File: config.mk
export PLATFORM = sky130hd
export DESIGN_NAME = fsr_regs
export DESIGN_NICKNAME = d
export VERILOG_FILES = /design/src/design/fsr_pkg.sv /design/src/design/fsr_regs.sv
export VERILOG_INCLUDE_DIRS = /design/src /design/src/design
export SDC_FILE = /design/constraint.sdc
export NUM_CORES = 1
export LEC_CHECK = 0
export ABC_CLOCK_PERIOD_IN_PS = 1500
export BUFFER_PORTS_ARGS = -buffer_cell sky130_fd_sc_hd__buf_2
export CORE_ASPECT_RATIO = 0.75
export CORE_MARGIN = 2
export CORE_UTILIZATION = 30
export CTS_BUF_LIST = sky130_fd_sc_hd__clkbuf_2 sky130_fd_sc_hd__clkbuf_4 sky130_fd_sc_hd__clkbuf_8
export CTS_CLUSTER_DIAMETER = 150
export DETAILED_ROUTE_END_ITERATION = 7
export PLACE_DENSITY = 0.6
export SLEW_MARGIN = 20
export SYNTH_ARGS = -nofsm -noshare
export SYNTH_HDL_FRONTEND = slang
export SYNTH_SLANG_ARGS = --single-unit
export TNS_END_PERCENT = 100
File: constraint.sdc
create_clock -name hclk -period 1.5 [get_ports hclk]
set_input_delay 0.075 -clock hclk [delete_from_list [all_inputs] [get_ports hclk]]
set_output_delay 0.075 -clock hclk [all_outputs]
set_load 0.02 [all_outputs]
File: src/design/fsr_cfg.svh
// Constants for the flash protection and ECC configuration register slice.
// Assumes an AHB-Lite host; each 8-bit register sits in the low byte of one word.
//
// Summary of operation
// [RL1] Protection state register is fully readable; software writes to it are ignored.
// [RL2] Protection state is loaded from the nonvolatile security byte during reset sequence.
// [RL3] Double-bit fault on the security phrase load sets every protection state bit.
// [RL4] Backdoor key enable field bits 7..6: only code 10 enables key access.
// [RL5] Lock state field bits 1..0: only code 10 means unsecured.
// [RL6] Unsecuring through the backdoor key forces the lock state field to 10.
// [RL7] Software leaves reserved nonvolatile bits 5..2 erased for future use.
// [RL8] Command word index holds bits 2..0 selecting the command object word.
// [RL9] Command word index bits read and write; other bits read zero, ignore writes.
// [RL10] ECC result index selects the ECC fault result word returned on reads.
// [RL11] ECC result index bits read and write; other bits read zero, ignore writes.
// [RL12] Configuration register: only bits 7, 4, 1, 0 are read-write, rest zero.
// [RL13] Command-done interrupt enable requests an interrupt while command complete is set.
// [RL14] Ignore-single-fault suppresses single-bit fault reporting and its interrupt.
// [RL15] Force-double-fault makes every array read set the double-fault flag.
// [RL16] Force-single-fault makes every array read set the single-fault flag; here not while ignore-single is set.
// [RL17] Forced double fault leaves ECC result array alone unless genuinely faulted.
// [RL18] Forced single fault leaves ECC result array alone unless genuinely faulted.
// [RL19] With force bits clear, flags set only on real faults during array reads.
// [RL20] Force bits hold until software writes zero; hardware never clears them.
// [RL21] Command complete flag reads one when finished, zero while a command runs.
// [RL22] Double-fault interrupt enable requests an interrupt while double-fault flag set.
// [RL23] All registers are eight bits wide, reached by byte data at base plus offset.
`ifndef FSR_CFG_SVH
`define FSR_CFG_SVH

// -----------------------------------------------------------------------------
// Register indices (byte address is four times the index)
// -----------------------------------------------------------------------------
`define FSR_IDX_PROT      5'h01
`define FSR_IDX_CMD       5'h02
`define FSR_IDX_ECC       5'h03
`define FSR_IDX_CFG       5'h04
`define FSR_IDX_ERRCFG    5'h05
`define FSR_IDX_ERRSTAT   5'h06
`define FSR_IDX_STAT      5'h07

// -----------------------------------------------------------------------------
// Field layouts and reset values
// -----------------------------------------------------------------------------
`define FSR_PROT_RESET    8'hFF
`define FSR_PROT_ALL_SET  8'hFF
`define FSR_CODE_ON       2'h2
`define FSR_KEY_HI        7
`define FSR_KEY_LO        6
`define FSR_LOCK_HI       1
`define FSR_LOCK_LO       0
`define FSR_INDEX_RESET   3'h0
`define FSR_CFG_RESET     8'h00
`define FSR_CFG_MASK      8'h93
`define FSR_DONE_IE_BIT   7
`define FSR_IGN_SGL_BIT   4
`define FSR_FORCE_DBL_BIT 1
`define FSR_FORCE_SGL_BIT 0
`define FSR_ERR_MASK      8'h03
`define FSR_DBL_BIT       1
`define FSR_SGL_BIT       0
`define FSR_DONE_BIT      7
`define FSR_FLAG_NONE     2'h0
`define FSR_PAD           24'h000000
`define FSR_BYTE_ZERO     8'h00
`define FSR_HRESP_OKAY    1'h0

`endif

File: src/design/fsr_pkg.sv
// Types shared by the flash protection and ECC configuration register slice.
// Assumes the constants header is included wherever numbers are needed.
`default_nettype none

package fsr_pkg;

    // -------------------------------------------------------------------------
    // Data types
    // -------------------------------------------------------------------------
    typedef logic [7:0]  fsr_byte_t;
    typedef logic [2:0]  fsr_index_t;
    typedef logic [1:0]  fsr_flag_pair_t;
    typedef logic [31:0] fsr_word_t;

    // Bus data-phase tracker
    typedef enum logic [1:0] {
        FSR_PH_IDLE  = 2'b00,
        FSR_PH_WRITE = 2'b01,
        FSR_PH_RWAIT = 2'b10,
        FSR_PH_RDONE = 2'b11
    } fsr_phase_t;

endpackage

`default_nettype wire

File: src/design/fsr_regs.sv
// Flash protection state, command/ECC index and configuration registers.
// Assumes a single AHB-Lite master, and a flash core on the same clock that
// pulses the security load, backdoor unlock and array read strobes.
//
// The AHB-Lite interface to the registers is this design's own decision.
`include "fsr_cfg.svh"
`default_nettype none

module fsr_regs (
    input  wire logic                 hclk,
    input  wire logic                 hresetn,
    input  wire logic                 hsel,
    input  wire logic [31:0]          haddr,
    input  wire logic [1:0]           htrans,
    input  wire logic                 hwrite,
    input  wire logic [2:0]           hsize,
    input  wire logic [31:0]          hwdata,
    input  wire logic                 hready,
    output logic                      hreadyout,
    output logic                      hresp,
    output fsr_pkg::fsr_word_t        hrdata,
    input  wire logic                 nvm_load_valid,
    input  wire fsr_pkg::fsr_byte_t   nvm_prot_byte,
    input  wire logic                 nvm_double_fault,
    input  wire logic                 backdoor_unlock,
    input  wire logic                 cmd_idle,
    input  wire logic                 array_read,
    input  wire logic                 ecc_single_detect,
    input  wire logic                 ecc_double_detect,
    output fsr_pkg::fsr_index_t       command_index,
    output fsr_pkg::fsr_index_t       ecc_index,
    output logic                      ecc_result_update,
    output logic                      backdoor_key_enabled,
    output logic                      part_secured,
    output logic                      cmd_done_irq,
    output logic                      double_fault_irq,
    output logic                      single_fault_irq
);
    import fsr_pkg::*;

    // -------------------------------------------------------------------------
    // State
    // -------------------------------------------------------------------------
    fsr_phase_t     phase;
    fsr_phase_t     next_phase;
    logic [4:0]     addr_idx;
    fsr_byte_t      rd_byte;
    fsr_byte_t      protection_state_reg;
    fsr_index_t     command_word_index;
    fsr_index_t     ecc_result_index;
    fsr_byte_t      flash_config_reg;
    fsr_flag_pair_t irq_enable;
    fsr_flag_pair_t fault_flag;

    // -------------------------------------------------------------------------
    // Bus decode
    // -------------------------------------------------------------------------

    // Address phase is taken only when the bus is ready
    wire        accept     = hsel & htrans[1] & hready;
    wire        wr_phase   = (phase == FSR_PH_WRITE);
    wire        rd_wait    = (phase == FSR_PH_RWAIT);
    wire [7:0]  wr_byte    = hwdata[7:0];   // [RL23]

    // Register selects, decoded from the latched word index
    wire        sel_prot    = (addr_idx == `FSR_IDX_PROT);
    wire        sel_cmd     = (addr_idx == `FSR_IDX_CMD);
    wire        sel_ecc     = (addr_idx == `FSR_IDX_ECC);
    wire        sel_cfg     = (addr_idx == `FSR_IDX_CFG);
    wire        sel_errcfg  = (addr_idx == `FSR_IDX_ERRCFG);
    wire        sel_errstat = (addr_idx == `FSR_IDX_ERRSTAT);
    wire        sel_stat    = (addr_idx == `FSR_IDX_STAT);

    // Write strobes; the protection state has none at all
    wire        wr_cmd      = wr_phase & sel_cmd;
    wire        wr_ecc      = wr_phase & sel_ecc;
    wire        wr_cfg      = wr_phase & sel_cfg;
    wire        wr_errcfg   = wr_phase & sel_errcfg;
    wire        wr_errstat  = wr_phase & sel_errstat;

    // -------------------------------------------------------------------------
    // Phase tracking
    // -------------------------------------------------------------------------

    // Reads insert one wait state so that read data always leaves a flop
    always_comb begin
        next_phase = FSR_PH_IDLE;
        case (phase)
            FSR_PH_IDLE,
            FSR_PH_WRITE,
            FSR_PH_RDONE: begin
                if (accept) begin
                    next_phase = hwrite ? FSR_PH_WRITE : FSR_PH_RWAIT;
                end
            end
            FSR_PH_RWAIT: begin
                next_phase = FSR_PH_RDONE;
            end
            default: begin
                next_phase = FSR_PH_IDLE;
            end
        endcase
    end

    // Phase register
    always_ff @(posedge hclk or negedge hresetn) begin
        if (!hresetn) begin
            phase <= FSR_PH_IDLE;
        end else begin
            phase <= next_phase;
        end
    end

    // Word index of the pending transfer
    always_ff @(posedge hclk or negedge hresetn) begin
        if (!hresetn) begin
            addr_idx <= 5'h00;
        end else if (accept) begin
            addr_idx <= haddr[6:2];
        end
    end

    assign hreadyout = ~rd_wait;
    assign hresp     = `FSR_HRESP_OKAY;    // Never an error, even if unmapped

    // -------------------------------------------------------------------------
    // Protection state
    // -------------------------------------------------------------------------

    // Held fully set until the load arrives, so the part starts secured.
    // No bus write path exists, which is why writes vanish silently.
    always_ff @(posedge hclk or negedge hresetn) begin
        if (!hresetn) begin
            protection_state_reg <= `FSR_PROT_RESET;
        end else if (nvm_load_valid) begin
            if (nvm_double_fault) begin
                protection_state_reg <= `FSR_PROT_ALL_SET;                // [RL3]
            end else begin
                protection_state_reg <= nvm_prot_byte;                    // [RL2] [RL7]
            end
        end else if (backdoor_unlock) begin
            protection_state_reg[`FSR_LOCK_HI:`FSR_LOCK_LO] <= `FSR_CODE_ON;  // [RL6]
        end
    end

    // Decoded security state for the rest of the chip
    assign backdoor_key_enabled =
        (protection_state_reg[`FSR_KEY_HI:`FSR_KEY_LO] == `FSR_CODE_ON);   // [RL4]
    assign part_secured =
        (protection_state_reg[`FSR_LOCK_HI:`FSR_LOCK_LO] != `FSR_CODE_ON); // [RL5]

    // -------------------------------------------------------------------------
    // Index registers
    // -------------------------------------------------------------------------

    // Only the low three bits exist; upper data bits are dropped
    always_ff @(posedge hclk or negedge hresetn) begin
        if (!hresetn) begin
            command_word_index <= `FSR_INDEX_RESET;
        end else if (wr_cmd) begin
            command_word_index <= wr_byte[2:0];                           // [RL8] [RL9]
        end
    end

    // Same shape for the ECC result word select
    always_ff @(posedge hclk or negedge hresetn) begin
        if (!hresetn) begin
            ecc_result_index <= `FSR_INDEX_RESET;
        end else if (wr_ecc) begin
            ecc_result_index <= wr_byte[2:0];                             // [RL10] [RL11]
        end
    end

    assign command_index = command_word_index;
    assign ecc_index     = ecc_result_index;

    // -------------------------------------------------------------------------
    // Configuration
    // -------------------------------------------------------------------------

    // Force bits stay until software writes zero; nothing here clears them
    always_ff @(posedge hclk or negedge hresetn) begin
        if (!hresetn) begin
            flash_config_reg <= `FSR_CFG_RESET;
        end else if (wr_cfg) begin
            flash_config_reg <= wr_byte & `FSR_CFG_MASK;                  // [RL12] [RL20]
        end
    end

    wire done_ie   = flash_config_reg[`FSR_DONE_IE_BIT];
    wire ign_sgl   = flash_config_reg[`FSR_IGN_SGL_BIT];
    wire force_dbl = flash_config_reg[`FSR_FORCE_DBL_BIT];
    wire force_sgl = flash_config_reg[`FSR_FORCE_SGL_BIT];

    // Error interrupt enables, bit 1 double and bit 0 single
    always_ff @(posedge hclk or negedge hresetn) begin
        if (!hresetn) begin
            irq_enable <= `FSR_FLAG_NONE;
        end else if (wr_errcfg) begin
            irq_enable <= wr_byte[`FSR_DBL_BIT:`FSR_SGL_BIT];
        end
    end

    // -------------------------------------------------------------------------
    // Fault flags
    // -------------------------------------------------------------------------

    // Fault causes per flag; ignore-single also mutes forced single faults
    wire [1:0] fault_set;
    assign fault_set[`FSR_DBL_BIT] =
        array_read & (force_dbl | ecc_double_detect);                      // [RL15] [RL19]
    assign fault_set[`FSR_SGL_BIT] =
        array_read & ~ign_sgl & (force_sgl | ecc_single_detect);           // [RL14] [RL16] [RL19]

    // Sticky flags, write one to clear; a new fault in the clear cycle wins
    genvar gi;
    generate
        for (gi = 0; gi < 2; gi = gi + 1) begin : g_flag
            wire clr = wr_errstat & wr_byte[gi];
            always_ff @(posedge hclk or negedge hresetn) begin
                if (!hresetn) begin
                    fault_flag[gi] <= 1'h0;
                end else if (fault_set[gi]) begin
                    fault_flag[gi] <= 1'h1;
                end else if (clr) begin
                    fault_flag[gi] <= 1'h0;
                end
            end
        end
    endgenerate

    // Result array only moves on genuine faults, never on forced ones
    always_ff @(posedge hclk or negedge hresetn) begin
        if (!hresetn) begin
            ecc_result_update <= 1'b0;
        end else begin
            ecc_result_update <= array_read &
                (ecc_double_detect | ecc_single_detect);                  // [RL17] [RL18]
        end
    end

    // -------------------------------------------------------------------------
    // Interrupt requests (levels)
    // -------------------------------------------------------------------------
    assign cmd_done_irq     = done_ie & cmd_idle;                         // [RL13] [RL21]
    assign double_fault_irq = irq_enable[`FSR_DBL_BIT] & fault_flag[`FSR_DBL_BIT];  // [RL22]
    assign single_fault_irq = irq_enable[`FSR_SGL_BIT] & fault_flag[`FSR_SGL_BIT];  // [RL14]

    // -------------------------------------------------------------------------
    // Read path
    // -------------------------------------------------------------------------

    // Read selection; unmapped words read as zero
    wire [7:0] rd_mux =
        sel_prot    ? protection_state_reg :                              // [RL1]
        sel_cmd     ? {5'h00, command_word_index} :                       // [RL9]
        sel_ecc     ? {5'h00, ecc_result_index} :                         // [RL11]
        sel_cfg     ? flash_config_reg :
        sel_errcfg  ? {6'h00, irq_enable} :
        sel_errstat ? {6'h00, fault_flag} :
        sel_stat    ? {cmd_idle, 7'h00} :                                 // [RL21]
                      `FSR_BYTE_ZERO;

    // Sample in the wait state; held until the next read replaces it
    always_ff @(posedge hclk or negedge hresetn) begin
        if (!hresetn) begin
            rd_byte <= `FSR_BYTE_ZERO;
        end else if (rd_wait) begin
            rd_byte <= rd_mux;
        end
    end

    assign hrdata = {`FSR_PAD, rd_byte};                                  // [RL23]

endmodule

`default_nettype wire

# After elaboration in Yosys (flattened, before gate mapping)
# Index checks and enable logic that the tools add are counted.
# Widths: inputs -> output; s select.
[totals] reg_bits=38 latchBits=0 ramBits=0 rom_bits=0 input_bits=89 out_inout_bits=46 wordCells=67 n_memories=0
[classes] n_addsub=0 multipliers=0 div_mod_pow=0 order_cmp=0 n_eq_ne=12 n_shift=0 n_mux=17 n_bitwise=21 n_reduce_logical=5
[ops] cell="$mux 8" count=8
[ops] cell="$eq 5x3->1 const B" count=4
[ops] cell="$and 1x1->1" count=16
[ops] cell="$eq 5x2->1 const B" count=2
[ops] cell="$mux 2" count=4
[ops] cell="$eq 2x2->1 const B" count=3
[ops] cell="$reduce_bool 2->1" count=3
[ops] cell="$eq 5x1->1 const B" count=1
[ops] cell="$mux 1" count=4
[ops] cell="$pmux 2 s2" count=1
[ops] cell="$or 1x1->1" count=3
[ops] cell="$reduce_or 3->1" count=1
[ops] cell="$eq 2x1->1 const B" count=1
[ops] cell="$logic_not 2->1" count=1
[ops] cell="$ne 2x2->1 const B" count=1
[ops] cell="$not 1->1" count=2

# Logic depth before layout (Yosys ltp)
# Gate-level depths: netlist (run 1).
[depth] depth_word=8 ltp_mapped=5

# Worst setup path after synthesis (run 1)
# OpenSTA, ideal clock, no wires.
[synth_path] path_kind="register -> register" startpoint="register addr_idx[4]" endpoint="register command_word_index[0] (netlist: command_index[0])" arrival_time_ns=1.403 setup_slack_ns=-0.028 stages_incl_launch_ff=4 n_path_buf=0 period_less_slack_ns=1.528 path_cell_list="dfrtp_1 > nor4b_4 > nor3b_4 > mux2_2"
[synth_between] elab_chain_len=2
[synth_rtl] element="start, declared" line="fsr_regs.sv:46" source="logic [4:0] addr_idx;"
[synth_rtl] element="start signal, assigned" line="fsr_regs.sv:119" source="addr_idx <= haddr[6:2];"
[synth_rtl] element="$eq 5x2->1 (no line)"
[synth_rtl] element="$and 1x1->1" line="fsr_regs.sv:75" source="wire wr_cmd = wr_phase & sel_cmd;"
[synth_rtl] element="end signal, assigned" line="fsr_regs.sv:159" source="command_word_index <= `FSR_INDEX_RESET;"
[synth_rtl] element="end signal, assigned" line="fsr_regs.sv:161" source="command_word_index <= wr_byte[2:0];"
[synth_rtl] element="end, declared" line="fsr_regs.sv:49" source="fsr_index_t command_word_index;"
# Every way passes these cells.
# A chain may end at the register's enable or synchronous reset.

# Worst setup path in the final report (run 1)
[layout_path] startpoint="register phase[1]" endpoint="register command_word_index[2] (netlist: command_index[2])"
[layout_between] elab_chain_len=2
[layout_rtl] element="start, declared" line="fsr_regs.sv:44" source="fsr_phase_t phase;"
[layout_rtl] element="start signal, assigned" line="fsr_regs.sv:110" source="phase <= next_phase;"
[layout_rtl] element="$eq 2x1->1" line="fsr_regs.sv:61" source="wire wr_phase = (phase == FSR_PH_WRITE);"
[layout_rtl] element="$and 1x1->1" line="fsr_regs.sv:75"
# Every way passes these cells.

==> results.yml, run 1 <==
worst_setup_path:
  worstSetupPathType: "reg -> reg"
  start_kind: "flip-flop"
  worst-path-max-fanout: 3
  timing.critical_path.arrival_ps: 1670
  required_ps: 1670
  end_kind: "flip-flop"
power:
  p_leak_nw: 1.21
  netSwitchingFraction_pct: 34.8
  switching_power_mw: 1.23
  p_clk_share_pct: 20.6
  p_seq_share_pct: 42.4
  worst_ir_drop_vdd_v: 0.000629
  intPower_mw: 2.30
  power.density_nw_per_um2: 1390
  pwr-share-comb_pct: 37.1
drt:
  first_pass_iters: 4
  drc_errors: 0
  avgRoutedWirePerCell_um: 13.2
  antenna_left: 0
  vias_per_cell: 4.44
  drt-initial-drc-count: 39
  num_vias: 1443
  wl_um: 4310
timing:
  hold_violations: 0
  setup_viol: 2
  period_share_pct: 100
  max_freq_mhz: 667
  setup_ws_ps: -0.287
  grt_setup_unrepaired: "yes"
  clock_skew_ps: 3.60
  fin_setup_tns_ps: -0.331
  worstMarginPinSlew_ps: 518
  period_minus_slack_ps: 1500
  report.final.slew_viol_count: 0
  slew-limit-headroom_pct: 65.5
  hold-worst-slack_ps: 13.7
yosys:
  netlist_area_sq_um: 1980
  ys.flop_type: "dfrtp_1"
  synth-edff-count: 0
  async_reset_ff_share_pct: 100
  ys_seq_elements: 38
  synth_commonest_cells: "dfrtp_1, buf_4, mux2_2"
  synth_cells: 169
  synth_area_leaders: "dfrtp_1, dfstp_2, mux2_2, buf_4, nand2b_1"
  synth.most_common_cell: "dfrtp_1"
  synth.top_cell.area_share_pct: 38.0
  synth_cell_types: 38
  seq_area_frac_synth_pct: 48.6
  yosysWarnings: 0
  syn_area_per_cell_sq_um: 11.7
  synth_top_area_cell: "dfrtp_1"
floorplan:
  die_w_um: 97.7
  pin_count: 135
  die-area_sq_um: 7260
  core.rowCount: 25
  die_y_um: 74.3
  start_util_pct: 31.1
  core_area_sq_um: 6350
global_route:
  grt_max_degree: 22
  grt_pass1_wl_um: 6780
  grt_pass1_vias: 1334
  grt_usage_pct: 12.0
  grt_overflow: 0
  antenna_found_initial: 0
placement:
  portBuffers: 51
  hpwl_um: 3450
  gp_congestion: 0.738
hold_path:
  hp-class: "in -> reg"
cts:
  htreeDepth: 2
  numClockSinks: 38
  cts_tree: "done"
  root_buffer: "clkbuf_8"
  clk_path_buf_depth: 2
  clk_pin_slew_ps: 70
  clock_latency_ps: 280
  numCtsBuffers: 5
finish:
  nets: 332
  drive_gt1_share_pct: 48.8
  area_delta_synth_final_pct: 28.0
  insertedDiodeCount: 0
outcome:
  violations: "setup timing"
  status: "finished, violations left"
job:
  max_cap_violations: 0
-- final cells by class --
type                    count  area (sq um)
clock buffers               7          90.1
clock inverters             1          5.00
fillers                   647          3820
inverters                   1          3.75
multi-input cells         123           933
flip-flops and latches     38           963
well taps                  81           101
repair buffers             74           433
-- worst max-delay path: stages, from the launching register on --
cell and delay [ps]:
dfrtp_1 410, nor4b_4 300, nor3b_4 320, mux2_2 360
-- metal layers --
layer	part of all wire, %	track usage (%)	vias to the layer above
met5	0	0	-
met4	0.58	2.78	0
met3	5.8	4.04	4
met2	42	17.8	41
met1	52	17.1	693
li1	-	-	705
-- power groups by stage --
stage	Combinational, mW	Clock, mW	Sequential, mW
after CTS	1.26	0.758	1.49
after global routing	1.42	0.814	1.53
after floorplan	0.678	0	1.62
after detailed placement	1.25	0	1.51
final	1.31	0.725	1.49
after global placement	1.24	0	1.51
-- path summary, 6_finish.rpt --
kind                                  start                      end  slack [ps]  cells past startpoint
setup / recovery                   phase[1]         command_index[2]        -0.3                      3
hold / removal             nvm_prot_byte[7]  protection_state_reg[7]          10                      2
setup reg to reg                   phase[1]         command_index[2]        -0.3                      3
hold reg to reg                  rd_byte[4]               rd_byte[4]         490                      2
max in group asynchronous           hresetn  protection_state_reg[2]         610                      3
min in group asynchronous           hresetn               rd_byte[7]         300                      2
-- kinds of logic (layout without fill, tap and decap cells) --
group / Yosys count / in the layout / synth area share [%]
flops: 38 / 38 / 48.6
simple gates: 46 / 46 / 16.7
other cells: 1 / 25 / 0.190
buf+inv: 32 / 83 / 11.1
compound gates: 32 / 32 / 12.2
mux: 20 / 20 / 11.3
-- cell usage in the layout, fill, tap and decap left out, drive strengths merged, types with 4 or more instances in the layout --
| cell | n |
|---|---|
| a21oi | 4 |
| and2 | 5 |
| buf | 72 |
| clkbuf | 7 |
| conb | 25 |
| dfrtp | 30 |
| dfstp | 8 |
| mux2 | 18 |
| nand2 | 4 |
| nand2b | 8 |
| nor2 | 7 |
| nor2b | 4 |
| o21ai | 7 |
| o221ai | 4 |
-- metrics by stage --
stage | power (mW) | area (sq um) | worst slack [ps] | utilization, % | std cells
2_1_floorplan | 2.30 | 2070 | -16.2 | - | 193
3_3_place_gp | 2.74 | 2350 | -19.2 | 37.0 | 313
3_5_place_dp | 2.76 | 2350 | -16.9 | 37.0 | 313
4_1_cts | 3.51 | 2460 | -19.7 | 38.8 | 322
5_1_grt | 3.77 | 2530 | -97.3 | 39.8 | 325
6_report | 3.53 | 2530 | -0.287 | 39.8 | 325
-- timing repair --
item / 4_1_cts / 5_1_grt
hold endpoints to repair: 16 / 1
resized for setup: 1 / 10
hold buffers: 1 / 1
buffers inserted: 0 / 2
endpoints found under the setup margin: 10 / 21
pin swaps: 0 / 3
Note: power is estimated with default switching activity, not from simulation.
==> run 2, diff against run 1 <==
--- a/config.mk
+++ b/config.mk
@@ -7,14 +7,15 @@
 export NUM_CORES = 1
 export LEC_CHECK = 0
 export ABC_CLOCK_PERIOD_IN_PS = 1500
-export BUFFER_PORTS_ARGS = -buffer_cell sky130_fd_sc_hd__buf_2
 export CORE_ASPECT_RATIO = 0.75
 export CORE_MARGIN = 2
 export CORE_UTILIZATION = 30
 export CTS_BUF_LIST = sky130_fd_sc_hd__clkbuf_2 sky130_fd_sc_hd__clkbuf_4 sky130_fd_sc_hd__clkbuf_8
 export CTS_CLUSTER_DIAMETER = 150
 export DETAILED_ROUTE_END_ITERATION = 7
-export PLACE_DENSITY = 0.6
+export DONT_BUFFER_PORTS = 1
+export PLACE_DENSITY = 0.42
+export SKIP_LAST_GASP = 1
 export SLEW_MARGIN = 20
 export SYNTH_ARGS = -nofsm -noshare
 export SYNTH_HDL_FRONTEND = slang
==> results.yml, run 2 (same netlist as run 1, synthesis figures left out) <==
worst_setup_path:
  end_kind: "flip-flop"
  worst-path-max-fanout: 6
  start_kind: "flip-flop"
  required_ps: 1680
  worstSetupPathType: "reg -> reg"
  timing.critical_path.arrival_ps: 1790
placement:
  gp_congestion: 0.721
  hpwl_um: 3320
  portBuffers: 0
  post-place-ws_ps: -112
finish:
  fin_util_pct: 38.9
  final_cell_mix: "dfrtp_1, conb_1, dlygate4sd3_1"
  insertedDiodeCount: 0
  area_delta_synth_final_pct: 25.1
  layout_commonest_cell: "dfrtp_1"
  nets: 300
  drive_gt1_share_pct: 29.2
drt:
  vias_per_cell: 4.66
  avgRoutedWirePerCell_um: 15.4
  drc_errors: 0
  antenna_left: 0
  first_pass_iters: 4
  drt-initial-drc-count: 27
  num_vias: 1364
  wl_um: 4500
timing:
  hold-worst-slack_ps: -67.0
  setup_viol: 12
  hold_violations: 2
  clock_skew_ps: 5.19
  grt_setup_unrepaired: "yes"
  period_minus_slack_ps: 1610
  fin_setup_tns_ps: -739
  period_share_pct: 108
  max_freq_mhz: 620
  report.final.slew_viol_count: 0
  setup_ws_ps: -113
cts:
  numCtsBuffers: 5
  clk_path_buf_depth: 2
  holdBufCountCts: 26
  clock_latency_ps: 290
  htreeDepth: 2
  clk_pin_slew_ps: 70
  cts_tree: "done"
  root_buffer: "clkbuf_8"
  numClockSinks: 38
global_route:
  grt_overflow: 0
  grt_usage_pct: 12.8
  grt_pass1_vias: 1408
  grt_pass1_wl_um: 7130
  antenna_found_initial: 0
  grt_max_degree: 39
floorplan:
  start_util_pct: 31.1
  core.rowCount: 25
  core_area_sq_um: 6350
  die_w_um: 97.7
  die-area_sq_um: 7260
  pin_count: 135
  die_y_um: 74.3
outcome:
  status: "finished, violations left"
  violations: "hold timing, setup timing"
power:
  p_leak_nw: 1.07
  worst_ir_drop_vdd_v: 0.000566
  power.density_nw_per_um2: 1370
job:
  max_cap_violations: 0
hold_path:
  hp-class: "in -> reg"
-- run 2: cell count changes in the layout (fill, tap and decap cells not counted), moves of 2 or more --
| cell | before | now |
|---|---|---|
| buf_12 | 0 | 2 |
| nand2b_1 | 6 | 8 |
| buf_4 | 21 | 15 |
| buf_2 | 51 | 0 |
| mux2_4 | 2 | 0 |
| dlygate4sd3_1 | 2 | 24 |
| mux2_2 | 16 | 18 |
-- run 2: through the flow --
step	std cells	area (sq um)	total power, mW
after floorplan	193	2070	2.30
after global placement	256	2060	2.52
after detailed placement	256	2060	2.54
after CTS	290	2430	3.38
after global routing	293	2470	3.58
final	293	2470	3.38
-- run 2: worst max-delay path, stage by stage (launching register included) --
cell     delay, ps
dfrtp_2        430
nor4b_4        280
buf_4          180
nor3b_4        240
mux2_2         360
-- run 2: path summary, 6_finish.rpt --
check | cells past startpoint | to | slack [ps] | startpoint
setup / recovery | 4 | command_index[2] | -110 | addr_idx[4]
hold / removal | 1 | ecc_index[2] | -70 | hwdata[2]
setup reg to reg | 4 | command_index[2] | -110 | addr_idx[4]
hold reg to reg | 1 | fault_flag[0] | 510 | fault_flag[0]
max in group asynchronous | 2 | protection_state_reg[0] | 990 | hresetn
min in group asynchronous | 2 | flash_config_reg[0] | 250 | hresetn
-- run 2: cell type report --
cell class	instances	area (sq um)
timing repair buffer	42	405
tap	81	101
fill	621	3880
multi-input combinational	123	902
clock buffer	7	90.1
clock inverter	1	5.00
inverter	1	3.75
sequential	38	965
-- run 2: repair_timing --
item / 4_1_cts / 5_1_grt
pin swaps: 1 / 8
setup buffers: 0 / 3
endpoints found under the setup margin: 12 / 19
hold endpoints to repair: 67 / 2
gates resized for setup: 0 / 7
cloned: 0 / 0
-- run 2: power by group --
group | switching, mW | internal, mW | total [mW]
sequential | 0.388 | 1.30 | 1.68
clock | 0.361 | 0.389 | 0.750
combinational | 0.456 | 0.493 | 0.948
-- run 2: metal layers --
layer | GRT usage [%] | up-vias | routed length [um] | part of all wire [%]
met4 | 5.09 | 0 | 80 | 1.8
li1 | - | 645 | - | -
met1 | 17.1 | 661 | 2110 | 47
met2 | 19.8 | 48 | 2070 | 46
met3 | 3.67 | 10 | 243 | 5.4
met5 | 0 | - | 0 | 0
